===== src/inc/flash_host_pkg.sv =====
// Constants, commands and register map of the flash command host
package flash_host_pkg;
    // Flash pin widths
    localparam int ADDR_W = 19;
    localparam int DATA_W = 8;
    // Unlock addresses and data, and command codes
    localparam logic [18:0] UNLOCK_ADDR_A = 19'h02AAA;
    localparam logic [18:0] UNLOCK_ADDR_B = 19'h05555;
    localparam logic [7:0] UNLOCK_DATA_A = 8'hAA;
    localparam logic [7:0] UNLOCK_DATA_B = 8'h55;
    localparam logic [7:0] CMD_PROGRAM = 8'hA0;
    localparam logic [7:0] CMD_ERASE_SETUP = 8'h80;
    localparam logic [7:0] CMD_CHIP_ERASE = 8'h10;
    localparam logic [7:0] CMD_SECTOR_ERASE = 8'h30;
    localparam logic [7:0] CMD_SUSPEND = 8'hB0;
    localparam logic [7:0] CMD_RESUME = 8'h30;
    localparam logic [7:0] CMD_IDENT = 8'h90;
    // Identification read addresses
    localparam logic [18:0] ID_MAKER_ADDR = 19'h00000;
    localparam logic [18:0] ID_PART_ADDR = 19'h00001;
    localparam logic [1:0] PROT_LOW_BITS = 2'h2;
    localparam int SECTOR_LSB = 16;
    // Status bit positions on the data bus
    localparam int POLL_BIT = 7;
    localparam int TOGGLE_BIT = 6;
    localparam int LIMIT_BIT = 5;
    localparam int WINDOW_BIT = 3;
    localparam int SECTOR_TOGGLE_BIT = 2;
    // Software register offsets (word index on the command port)
    localparam logic [3:0] REG_CTRL = 4'h0;
    localparam logic [3:0] REG_ADDR = 4'h1;
    localparam logic [3:0] REG_DATA = 4'h2;
    localparam logic [3:0] REG_STATUS = 4'h3;
    localparam logic [3:0] REG_RDATA = 4'h4;
    // Operation codes written to REG_CTRL bits [3:0]
    localparam logic [3:0] OP_READ = 4'h0;
    localparam logic [3:0] OP_PROGRAM = 4'h1;
    localparam logic [3:0] OP_CHIP_ERASE = 4'h2;
    localparam logic [3:0] OP_SECTOR_ERASE = 4'h3;
    localparam logic [3:0] OP_SUSPEND = 4'h4;
    localparam logic [3:0] OP_RESUME = 4'h5;
    localparam logic [3:0] OP_IDENT = 4'h6;
    localparam logic [3:0] OP_EXTRA_SECTOR = 4'h7;
    localparam logic [3:0] OP_RAW_WRITE = 4'h8;
    // Status register field positions
    localparam int ST_BUSY = 0;
    localparam int ST_DONE = 1;
    localparam int ST_FAIL = 2;
    localparam int ST_REJECT = 3;
    // Flash strobe timing, in ns, and derived cycle counts at 5 ns
    localparam int CLK_PERIOD_NS = 5;
    localparam int WRITE_PULSE_NS = 35;
    localparam int WRITE_HIGH_NS = 20;
    localparam int READ_ACCESS_NS = 70;
    localparam int READ_RECOVER_NS = 20;
    localparam logic [4:0] WRITE_PULSE_CYC = 5'((WRITE_PULSE_NS + CLK_PERIOD_NS - 1) / CLK_PERIOD_NS);
    localparam logic [4:0] WRITE_HIGH_CYC = 5'((WRITE_HIGH_NS + CLK_PERIOD_NS - 1) / CLK_PERIOD_NS);
    // Access adds two cycles for the input synchroniser
    localparam logic [4:0] READ_ACCESS_CYC = 5'((READ_ACCESS_NS + CLK_PERIOD_NS - 1) / CLK_PERIOD_NS + 2);
    localparam logic [4:0] READ_RECOVER_CYC = 5'((READ_RECOVER_NS + CLK_PERIOD_NS - 1) / CLK_PERIOD_NS);
endpackage


===== src/hdl/flash_cmd_host.sv =====
`timescale 1ns/1ps
// Host-side command sequencer and status poller for a parallel flash
module flash_cmd_host
    import flash_host_pkg::*;
(
    // Clock and reset
    input wire logic clk_i,
    input wire logic resetn_i,
    // Software register port
    input wire logic [3:0] reg_addr_i,
    input wire logic [31:0] reg_wdata_i,
    input wire logic reg_wr_i,
    input wire logic reg_rd_i,
    output logic [31:0] reg_rdata_o,
    // Flash pins
    output logic [ADDR_W-1:0] fl_addr_o,
    output logic [DATA_W-1:0] fl_dq_o,
    output logic fl_dq_oe_o,
    input wire logic [DATA_W-1:0] fl_dq_i,
    output logic fl_ce_n_o,
    output logic fl_oe_n_o,
    output logic fl_we_n_o
);
    typedef enum logic [2:0] {
        ST_IDLE = 3'b000,
        ST_ISSUE = 3'b001,
        ST_WAIT = 3'b011,
        ST_POLL = 3'b010,
        ST_POLL_WAIT = 3'b110,
        ST_DECIDE = 3'b111
    } seq_state_t;

    seq_state_t state;
    logic [3:0] op;
    logic [ADDR_W-1:0] target_addr;
    logic [DATA_W-1:0] target_data;
    logic [2:0] step;
    logic [2:0] last_step;
    logic [1:0] poll_phase;
    logic [DATA_W-1:0] first_read;
    logic [DATA_W-1:0] read_value;
    logic busy;
    logic done;
    logic fail;
    logic reject;
    logic window_before;
    logic cy_start;
    logic cy_write;
    logic [ADDR_W-1:0] cy_addr;
    logic [DATA_W-1:0] cy_data;
    logic cy_done;
    logic [DATA_W-1:0] cy_rdata;
    logic ctrl_wr;

    // Number of the last write cycle in each command sequence
    function automatic logic [2:0] seq_len(input logic [3:0] code);
        case (code)
            OP_PROGRAM: seq_len = 3'd3;
            OP_CHIP_ERASE: seq_len = 3'd5;
            OP_SECTOR_ERASE: seq_len = 3'd5;
            OP_IDENT: seq_len = 3'd2;
            default: seq_len = 3'd0;
        endcase
    endfunction

    // Address and data of write cycle n of the running sequence
    function automatic logic [ADDR_W+DATA_W-1:0] seq_cycle(
        input logic [3:0] code, input logic [2:0] n,
        input logic [ADDR_W-1:0] ta, input logic [DATA_W-1:0] td);
        logic [7:0] third;
        third = CMD_IDENT;
        case (code)
            OP_PROGRAM: third = CMD_PROGRAM;
            OP_CHIP_ERASE: third = CMD_ERASE_SETUP;
            OP_SECTOR_ERASE: third = CMD_ERASE_SETUP;
            default: third = CMD_IDENT;
        endcase
        case (code)
            OP_SUSPEND: seq_cycle = {ta, CMD_SUSPEND};
            OP_RESUME: seq_cycle = {ta, CMD_RESUME};
            OP_EXTRA_SECTOR: seq_cycle = {ta, CMD_SECTOR_ERASE};
            OP_RAW_WRITE: seq_cycle = {ta, td};
            default:
            begin
                case (n)
                    3'd0: seq_cycle = {UNLOCK_ADDR_A, UNLOCK_DATA_A};
                    3'd1: seq_cycle = {UNLOCK_ADDR_B, UNLOCK_DATA_B};
                    3'd2: seq_cycle = {UNLOCK_ADDR_A, third};
                    3'd3: seq_cycle = (code == OP_PROGRAM) ? {ta, td}
                                     : {UNLOCK_ADDR_A, UNLOCK_DATA_A};
                    3'd4: seq_cycle = {UNLOCK_ADDR_B, UNLOCK_DATA_B};
                    default: seq_cycle = (code == OP_CHIP_ERASE)
                                       ? {UNLOCK_ADDR_A, CMD_CHIP_ERASE}
                                       : {ta, CMD_SECTOR_ERASE};
                endcase
            end
        endcase
    endfunction

    // One flash bus cycle at a time
    flash_bus_cycle u_cycle (
        .clk_i(clk_i),
        .resetn_i(resetn_i),
        .start_i(cy_start),
        .write_i(cy_write),
        .addr_i(cy_addr),
        .wdata_i(cy_data),
        .done_o(cy_done),
        .rdata_o(cy_rdata),
        .fl_addr_o(fl_addr_o),
        .fl_dq_o(fl_dq_o),
        .fl_dq_oe_o(fl_dq_oe_o),
        .fl_dq_i(fl_dq_i),
        .fl_ce_n_o(fl_ce_n_o),
        .fl_oe_n_o(fl_oe_n_o),
        .fl_we_n_o(fl_we_n_o)
    );

    assign ctrl_wr = reg_wr_i && (reg_addr_i == REG_CTRL) && !busy;

    // Operation parameters written by software
    always_ff @(posedge clk_i)
    begin
        if (!resetn_i)
        begin
            target_addr <= '0;
            target_data <= '0;
        end
        else if (reg_wr_i && !busy)
        begin
            if (reg_addr_i == REG_ADDR)
                target_addr <= reg_wdata_i[ADDR_W-1:0];
            if (reg_addr_i == REG_DATA)
                target_data <= reg_wdata_i[DATA_W-1:0];
        end
    end

    // Sequencer: issue write cycles, then poll status until done or failed
    always_ff @(posedge clk_i)
    begin
        cy_start <= 1'b0;
        if (!resetn_i)
        begin
            state <= ST_IDLE;
            op <= OP_READ;
            step <= 3'd0;
            last_step <= 3'd0;
            poll_phase <= 2'd0;
            first_read <= '0;
            read_value <= '0;
            busy <= 1'b0;
            done <= 1'b0;
            fail <= 1'b0;
            reject <= 1'b0;
            window_before <= 1'b0;
            cy_write <= 1'b0;
            cy_addr <= '0;
            cy_data <= '0;
        end
        else
        begin
            case (state)
                ST_IDLE:
                begin
                    if (ctrl_wr)
                    begin
                        op <= reg_wdata_i[3:0];
                        last_step <= seq_len(reg_wdata_i[3:0]);
                        step <= 3'd0;
                        busy <= 1'b1;
                        done <= 1'b0;
                        fail <= 1'b0;
                        reject <= 1'b0;
                        poll_phase <= 2'd0;
                        if (reg_wdata_i[3:0] == OP_READ || reg_wdata_i[3:0] == OP_EXTRA_SECTOR)
                        begin
                            // Plain read, or erase-window check ahead of extra sector
                            cy_write <= 1'b0;
                            cy_addr <= target_addr;
                            cy_start <= 1'b1;
                            state <= (reg_wdata_i[3:0] == OP_READ) ? ST_WAIT : ST_POLL_WAIT;
                        end
                        else
                            state <= ST_ISSUE;
                    end
                end
                ST_ISSUE:
                begin
                    cy_write <= 1'b1;
                    {cy_addr, cy_data} <= seq_cycle(op, step, target_addr, target_data);
                    cy_start <= 1'b1;
                    state <= ST_WAIT;
                end
                ST_WAIT:
                begin
                    if (cy_done)
                    begin
                        if (!cy_write)
                        begin
                            read_value <= cy_rdata;
                            busy <= 1'b0;
                            done <= 1'b1;
                            state <= ST_IDLE;
                        end
                        else if (step != last_step)
                        begin
                            step <= step + 3'd1;
                            state <= ST_ISSUE;
                        end
                        else if (op == OP_PROGRAM || op == OP_CHIP_ERASE
                                 || op == OP_SECTOR_ERASE || op == OP_RESUME)
                        begin
                            // Completion only visible by polling the data bus
                            poll_phase <= 2'd0;
                            state <= ST_POLL;
                        end
                        else if (op == OP_EXTRA_SECTOR)
                        begin
                            poll_phase <= 2'd2;
                            state <= ST_POLL;
                        end
                        else
                        begin
                            // Identification entered, suspend issued or raw write done
                            busy <= 1'b0;
                            done <= 1'b1;
                            state <= ST_IDLE;
                        end
                    end
                end
                ST_POLL:
                begin
                    // Status polls go to the target so sector flags are meaningful
                    cy_write <= 1'b0;
                    cy_addr <= target_addr;
                    cy_start <= 1'b1;
                    state <= ST_POLL_WAIT;
                end
                ST_POLL_WAIT:
                begin
                    if (cy_done)
                    begin
                        first_read <= cy_rdata;
                        if (op == OP_EXTRA_SECTOR && poll_phase == 2'd0)
                        begin
                            window_before <= cy_rdata[WINDOW_BIT];
                            state <= ST_ISSUE;
                        end
                        else if (op == OP_EXTRA_SECTOR)
                        begin
                            // Window closed before or after the command: it may have been dropped
                            reject <= window_before || cy_rdata[WINDOW_BIT];
                            read_value <= cy_rdata;
                            busy <= 1'b0;
                            done <= 1'b1;
                            state <= ST_IDLE;
                        end
                        else
                            state <= ST_DECIDE;
                    end
                end
                ST_DECIDE:
                begin
                    // Needs a second read to compare the toggle flag
                    if (poll_phase == 2'd0)
                    begin
                        poll_phase <= 2'd1;
                        state <= ST_POLL;
                    end
                    else if (first_read[TOGGLE_BIT] == read_value[TOGGLE_BIT])
                    begin
                        // Toggling stopped: operation over, recheck done
                        busy <= 1'b0;
                        done <= 1'b1;
                        fail <= (op == OP_PROGRAM)
                              && (first_read[POLL_BIT] != target_data[POLL_BIT]);
                        state <= ST_IDLE;
                    end
                    else if (poll_phase == 2'd3)
                    begin
                        // Still toggling after limit recheck: declare failure
                        busy <= 1'b0;
                        done <= 1'b1;
                        fail <= 1'b1;
                        state <= ST_IDLE;
                    end
                    else
                    begin
                        // Still toggling: read again; if the earlier read showed the limit flag, only one more read before giving up
                        poll_phase <= read_value[LIMIT_BIT] ? 2'd3 : 2'd1;
                        state <= ST_POLL;
                    end
                    read_value <= first_read;
                end
                default:
                    state <= ST_IDLE;
            endcase
        end
    end

    // Register read data, valid in the cycle after the read strobe
    always_ff @(posedge clk_i)
    begin
        if (!resetn_i)
            reg_rdata_o <= 32'h0000_0000;
        else if (reg_rd_i)
        begin
            case (reg_addr_i)
                REG_CTRL: reg_rdata_o <= {28'h0000000, op};
                REG_ADDR: reg_rdata_o <= {13'h0000, target_addr};
                REG_DATA: reg_rdata_o <= {24'h000000, target_data};
                REG_STATUS: reg_rdata_o <= {28'h0000000, reject, fail, done, busy};
                REG_RDATA: reg_rdata_o <= {24'h000000, read_value};
                default: reg_rdata_o <= 32'h0000_0000;
            endcase
        end
    end
endmodule


===== src/hdl/flash_bus_cycle.sv =====
`timescale 1ns/1ps
// One timed flash bus cycle: a write strobe pulse or a gated read
module flash_bus_cycle
    import flash_host_pkg::*;
(
    // Clock and reset
    input wire logic clk_i,
    input wire logic resetn_i,
    // Request from the sequencer
    input wire logic start_i,
    input wire logic write_i,
    input wire logic [ADDR_W-1:0] addr_i,
    input wire logic [DATA_W-1:0] wdata_i,
    output logic done_o,
    output logic [DATA_W-1:0] rdata_o,
    // Flash pins
    output logic [ADDR_W-1:0] fl_addr_o,
    output logic [DATA_W-1:0] fl_dq_o,
    output logic fl_dq_oe_o,
    input wire logic [DATA_W-1:0] fl_dq_i,
    output logic fl_ce_n_o,
    output logic fl_oe_n_o,
    output logic fl_we_n_o
);
    typedef enum logic [1:0] {CY_IDLE = 2'b00, CY_ACTIVE = 2'b01, CY_RECOVER = 2'b11} cy_state_t;
    cy_state_t state;
    logic [4:0] count;
    logic is_write;
    logic [DATA_W-1:0] dq_meta;
    logic [DATA_W-1:0] dq_sync;

    // Two-stage synchroniser on the returning data bus
    always_ff @(posedge clk_i)
    begin
        dq_meta <= fl_dq_i;
        dq_sync <= dq_meta;
    end

    // Cycle sequencing: address and strobe change on the same clock edge, data held past the strobe's rise
    always_ff @(posedge clk_i)
    begin
        done_o <= 1'b0;
        if (!resetn_i)
        begin
            state <= CY_IDLE;
            count <= 5'h00;
            is_write <= 1'b0;
            fl_addr_o <= '0;
            fl_dq_o <= '0;
            fl_dq_oe_o <= 1'b0;
            fl_ce_n_o <= 1'b1;
            fl_oe_n_o <= 1'b1;
            fl_we_n_o <= 1'b1;
            rdata_o <= '0;
        end
        else
        begin
            case (state)
                CY_IDLE:
                begin
                    if (start_i)
                    begin
                        is_write <= write_i;
                        fl_addr_o <= addr_i;
                        fl_dq_o <= wdata_i;
                        fl_dq_oe_o <= write_i;
                        fl_ce_n_o <= 1'b0;
                        fl_we_n_o <= !write_i;
                        fl_oe_n_o <= write_i;
                        count <= write_i ? WRITE_PULSE_CYC : READ_ACCESS_CYC;
                        state <= CY_ACTIVE;
                    end
                end
                CY_ACTIVE:
                begin
                    if (count == 5'h01)
                    begin
                        // Data stays driven one more cycle after the rising strobe
                        fl_we_n_o <= 1'b1;
                        fl_oe_n_o <= 1'b1;
                        fl_ce_n_o <= 1'b1;
                        if (!is_write)
                            rdata_o <= dq_sync;
                        count <= is_write ? WRITE_HIGH_CYC : READ_RECOVER_CYC;
                        state <= CY_RECOVER;
                    end
                    else
                        count <= count - 5'h01;
                end
                CY_RECOVER:
                begin
                    fl_dq_oe_o <= 1'b0;
                    if (count == 5'h01)
                    begin
                        done_o <= 1'b1;
                        state <= CY_IDLE;
                    end
                    else
                        count <= count - 5'h01;
                end
                default:
                    state <= CY_IDLE;
            endcase
        end
    end
endmodule


===== config.mk =====
export PLATFORM = sky130hd
export DESIGN_NAME = flash_cmd_host
export DESIGN_NICKNAME = d
export VERILOG_FILES = /design/src/inc/flash_host_pkg.sv /design/src/hdl/flash_cmd_host.sv /design/src/hdl/flash_bus_cycle.sv
export SDC_FILE = /design/constraint.sdc
export NUM_CORES = 1
export LEC_CHECK = 0
export ABC_AREA = 1
export ABC_CLOCK_PERIOD_IN_PS = 1850
export BUFFER_PORTS_ARGS = -buffer_cell sky130_fd_sc_hd__buf_4
export CORE_MARGIN = 2
export CORE_UTILIZATION = 45
export CTS_CLUSTER_DIAMETER = 60
export DETAILED_ROUTE_END_ITERATION = 6
export PLACE_DENSITY_LB_ADDON = 0.08
export SYNTH_ARGS = -nofsm -noshare
export SYNTH_HDL_FRONTEND = slang
export SYNTH_SLANG_ARGS = --single-unit

===== constraint.sdc =====
create_clock -name clk_i -period 1.85 [get_ports clk_i]
set_clock_uncertainty 0.2 [all_clocks]
set_input_delay 0.185 -clock clk_i [delete_from_list [all_inputs] [get_ports clk_i]]
set_output_delay 0.185 -clock clk_i [all_outputs]
set_load 0.01 [all_outputs]

* Yosys cells after proc, flatten, opt, wreduce, memory -nomap -nowiden
Cells that the tools add are included.
** Operators by class
- $add $sub $neg :: 2
- Eq/ne operators :: 54
- Bitwise logic cells :: 1
- Reduce and logical (&&, ||, !) cells :: 53
- Mux-type cells :: 104
** Operators by type and width (count)
- one-hot mux 27 bit (4 select lines) :: 1
- one-hot mux 19 bit (5 select lines) :: 1
- one-hot mux 27 bit (3 select lines) :: 1
- one-hot mux 19 bit (3 select lines) :: 1
- two-way mux 27 bit :: 2
- two-way mux 2 bit :: 20
- two-way mux 8 bit :: 5
- two-way mux 1 bit :: 38
- two-way mux 19 bit :: 2
- two-way mux 3 bit :: 11
- == test 4 x 2 -> 1 bit, second input constant :: 6
- == test 4 x 3 -> 1 bit, second input constant :: 6
- one-hot mux 8 bit (3 select lines) :: 1
- inequality test 2 bit, second input constant :: 11
- inequality test 3 bit, second input constant :: 7
- AND reduction 3 bit :: 7
- two-way mux 5 bit :: 4
- one-hot mux 3 bit (6 select lines) :: 1
- one-hot mux 5 bit (3 select lines) :: 1
- one-hot mux 1 bit (2 select lines) :: 7
- AND reduction 2 bit :: 7
- == test 3 x 2 -> 1 bit, second input constant :: 4
- == test 4 x 1 -> 1 bit, second input constant :: 3
- one-hot mux 2 bit (3 select lines) :: 2
- other kinds (33) :: 65
** Word-level totals
- Word-level logic and storage cells :: 246
- Register bits after elaboration :: 188

* Logic depth before layout (Yosys ltp)
- Depth in word-level cells :: 9
- Mapped depth :: 11

* Hierarchy
Synthesis repeated with hierarchy kept, for this count alone.
** Unflattened totals
- Cell total of the unflattened synthesis :: 1051
- Area, all modules :: 7613.6 sq um
** Modules (own cells, without submodules)
- flash_cmd_host :: area each 5368.9 sq um, instances 1, cells each 786
- flash_bus_cycle :: area each 2244.7 sq um, instances 1, cells each 265

* Least setup slack after synthesis
Ideal clock, no wire load.
- Kind :: flip-flop to flip-flop
- Start point :: register step[0]
- End point :: register cy_addr[15]
- Setup time :: 0.070 ns
- Clock period less this slack :: 1.985 ns
- Data arrival time :: 1.716 ns
- Cell stages (with the launch flop) :: 11
- Data required time :: 1.580 ns
- Path slack :: -0.135 ns
- Cells stage by stage :: dfxtp_1 -> inv_1 -> ha_1 -> o21ai_2 -> nand2_1 -> nor2_2 -> nand2_1 -> nand3_2 -> buf_4 -> nand2_1 -> a21oi_1
** Between the ends
- Longest elaborated chain between the ends :: 5
- Elaborated cells on any way between the ends :: 9
** RTL lines
- start, declared :: RTL line flash_cmd_host.sv:37 : logic [2:0] step;
- start signal, assigned :: RTL line flash_cmd_host.sv:207 : step <= step + 3'd1;
- == test 3 bit / == test 3 x 1 -> 1 bit (equally long branches) :: RTL line flash_cmd_host.sv:85 : case (n)
- OR reduction 2 bit (no source line)
- one-hot mux 27 bit (4 select lines) (*) :: RTL line flash_cmd_host.sv:85
- one-hot mux 27 bit (3 select lines) (*) :: RTL line flash_cmd_host.sv:78 : case (code)
- one-hot mux 19 bit (3 select lines) (*) :: RTL line flash_cmd_host.sv:162 : case (state)
- end signal, assigned :: RTL line flash_cmd_host.sv:179 : cy_addr <= target_addr;
- end signal, assigned :: RTL line flash_cmd_host.sv:190 : {cy_addr, cy_data} <= seq_cycle(op, step, target_addr, target_data);
- end signal, assigned :: RTL line flash_cmd_host.sv:235 : cy_addr <= target_addr;
- end, declared :: RTL line flash_cmd_host.sv:49 : logic [ADDR_W-1:0] cy_addr;
Mark *: on every way between the ends. The rest lies on a longest branch, timed or not.
A chain may end at the register's enable or synchronous reset.

* Worst setup path in the final report
- Start point :: input reg_wdata_i[3]
- End point :: register cy_addr[9]
** Between the ends
- Longest elaborated chain between the ends :: 4
- Elaborated cells on any way between the ends :: 5
** RTL lines
- start, declared :: RTL line flash_cmd_host.sv:11 : input wire logic [31:0] reg_wdata_i,
- == test 4 x 3 -> 1 bit / zero test 4 bit (equally long branches) :: RTL line flash_cmd_host.sv:175 : if (reg_wdata_i[3:0] == OP_READ || reg_wdata_i[3:0] == OP_EXTRA_SECTOR)
- logical OR 1 bit (*) :: RTL line flash_cmd_host.sv:175
- inequality test 2 bit (no source line) (*)
- AND reduction 3 bit (no source line) (*)
Marked as above.

==> reports/metrics.yaml <==
grt_pass1_wl_um: 31900
met1Wirelength_um: 9710
worst_setup_path_start_kind: "input pin"
first_pass_iters: 5
min_period_ns: 1.76
fin_util: 0.604
route.detailed.drc: 0
status: "finished clean"
powerDensity_mw_per_mm2: 818
die-height_um: 132
critical_path.max_fanout: 8
max_freq_mhz: 567
dp.cells: 1337
criticalPathCategory: "in -> reg"
max_stage_delay_ns: 0.53
cts_max_path_buffers: 2
ir_worst_vdd_mv: 0.709
ant_nets: 0
syn_inst: 1010
htreeDepth: 4
track_usage: 0.224
hold_class: "in -> reg"
arrival_ns: 1.93
pin_count: 111
synth-edff-count: 0
start_util: 0.462
die_w_um: 132
dieArea_mm2: 0.0175
synth_area_per_cell_um2: 7.33
cts-root-buf: "clkbuf_16"
syn_area_mm2: 0.00740
drv_slew: 0
timing.final.ws_setup_ns: 0.0859
path_clk_slew_ns: 0.07
cts.sinks: 175
antenna_found_initial: 0
fin_nets: 1225
setup_viol: 0
gr-total-overflow: 0
cp_num_buf_inv: 3
route.met3.wl_um: 873
fin_crit_sh: 0.954
crit_path_top_delay_cell: "dlygate4sd3_1"
p_leak_nw: 3.84
final_cell_mix: "nand2_1, dfxtp_1, buf_4, a21oi_1, o21ai_0"
dpl_cell_area_mm2: 0.00863
slew_headroom: 0.627
syn2layout_area_growth_pct: 30.7
viasPerCell: 4.99
rows: 46
cp-end-kind: "register"
clk_latency_ns: 0.43
layout.cells.non_filler: 1399
post-place-ws_ns: 0.00100
wl_per_cell_um: 13.7
synth_flop_cell: "dfxtp_1"
hold_violations: 0
finish.instance_area_mm2: 0.00967
grt_max_degree: 66
io_buffer_count: 84
dp_hpwl_um: 13700
drv_cap: 0
critPathTopFamily: "buffers and inverters"
synth_seq_area_share: 0.474
drive_gt1_frac: 0.221
synthArstFlopShare: 0
cts_tree: "yes"
yosys_warnings: 0
synth_seq_cells: 175
fillerInstances: 1557
crit_chain: "dlygate4sd3_1 -> buf_4 -> nor2_2 -> nand3_2 -> nand3_2 -> nand3_4 -> buf_6 -> a21oi_1 -> nand2_1 -> a21oi_1"
routed-wl-met2_um: 8300
layout_commonest_cell: "nand2_1"
gp_congestion: 0.877
tightestPinTransition_ns: 0.560
synth_cell_types: 43
drtIter0Drc: 372
via_count: 6977
numCtsBuffers: 17
n_antenna_cell: 0
required_ns: 2.01
drt_wl_total_um: 19200
grt_pass1_vias: 6454
dr.max_layer_used: "met4"
coreArea_mm2: 0.0160
-- cell type report --
type,instances,area (µm²),area share
flip-flops and latches,175,3520,0.364
repair buffers,183,1490,0.154
multi-input cells,703,3480,0.360
clock buffers,19,433,0.0448
well taps,216,270,0.0280
inverters,90,340,0.0352
clock inverters,13,128,0.0132
-- path summary, 6_finish.rpt --
path	slack, ns	from	to	cells after the start
max	0.09	reg_wdata_i[3]	cy_addr[9]$_SDFFE_PN0P_	10
min	0.07	reg_addr_i[2]	reg_rdata_o[6]$_SDFFE_PN0P_	5
max reg2reg	0.12	busy$_SDFFE_PN0P_	target_addr[1]$_SDFFE_PN0P_	7
min reg2reg	0.13	u_cycle.dq_meta[6]$_DFF_P_	u_cycle.dq_sync[6]$_DFF_P_	0
-- timing repair --
| action | 4_1_cts | 5_1_grt |
|---|---|---|
| hold buffers | 29 | 0 |
| pin swaps | 0 | 16 |
| hold endpoints to repair | 58 | 0 |
| resized for setup | 1 | 65 |
| setup buffers | 0 | 1 |
| endpoints found under the setup margin | 1 | 56 |
-- per-stage QoR --
step	hold WS (ns)	total power [mW]	setup TNS, ns
after floorplan	0.0127	4.27	0
after global placement	0.0899	4.48	-0.00516
after detailed placement	0.0904	4.48	0
after CTS	0.0548	7.95	0
after global routing	0.0849	8.22	-0.00431
final	0.0658	7.91	0
-- flip-flops by register name (all words and copies together), names as in the netlist, 2 cells and up --
signal,count
cy_addr,19
cy_data,8
first_read,8
last_step,3
op,4
poll_phase,2
read_value,8
reg_rdata_o,19
state,3
step,3
target_addr,19
target_data,8
u_cycle.count,5
u_cycle.dq_meta,8
u_cycle.dq_sync,8
u_cycle.fl_addr_o,19
u_cycle.fl_dq_o,8
u_cycle.rdata_o,8
u_cycle.state,2
-- power by group --
group | switching (mW) | internal, mW | leakage (nW)
registers | 0.0415 | 3.83 | 1.42
clock network | 1.56 | 1.88 | 0.271
logic | 0.333 | 0.253 | 2.15
total | 1.94 | 5.97 | 3.84
-- worst register-to-register path: cells and delay by family (launching register included) --
family | cells | cell delay (ns)
AO/OA/AOI/OAI | 2 | 0.25
flip-flops | 1 | 0.33
AND/OR/NAND/NOR | 2 | 0.27
buffers and inverters | 3 | 0.57
-- logic make-up after synthesis --
group | synth area share
AOI/OAI and AO/OA | 0.205
xor gates and xnor gates | 0.00355
adders and majority gates | 0.0118
buffers and inverters | 0.0825
DFF | 0.474
other | 0.000507
and+or+nand+nor | 0.223
-- synthesized netlist by cell type, types with 2 or more instances --
master | count | area (µm²)
nand2_1 | 199 | 747
dfxtp_1 | 175 | 3500
a21oi_1 | 126 | 631
o21ai_0 | 116 | 581
nor2_1 | 107 | 402
inv_1 | 74 | 278
nand3_1 | 56 | 280
clkbuf_1 | 32 | 120
o21ai_1 | 16 | 80.1
buf_4 | 15 | 113
inv_2 | 12 | 45.0
nor2_2 | 9 | 56.3
a21boi_0 | 7 | 52.6
ha_1 | 7 | 87.6
a31oi_1 | 6 | 37.5
nor3_1 | 6 | 30.0
buf_2 | 5 | 25.0
o211ai_1 | 5 | 37.5
clkinv_1 | 4 | 15.0
nand4_1 | 4 | 25.0
nand2_2 | 2 | 12.5
nand3_2 | 2 | 20.0
nor3_2 | 2 | 20.0
o221ai_1 | 2 | 17.5
o22ai_1 | 2 | 12.5
xnor2_1 | 2 | 17.5
-- routing by layer --
| metal | track usage | up-vias |
|---|---|---|
| met5 | 0 | - |
| met4 | 0.0783 | 0 |
| met3 | 0.0404 | 26 |
| met2 | 0.338 | 181 |
| met1 | 0.323 | 3143 |
| li1 | - | 3627 |
(Power assumes the default switching activity.)
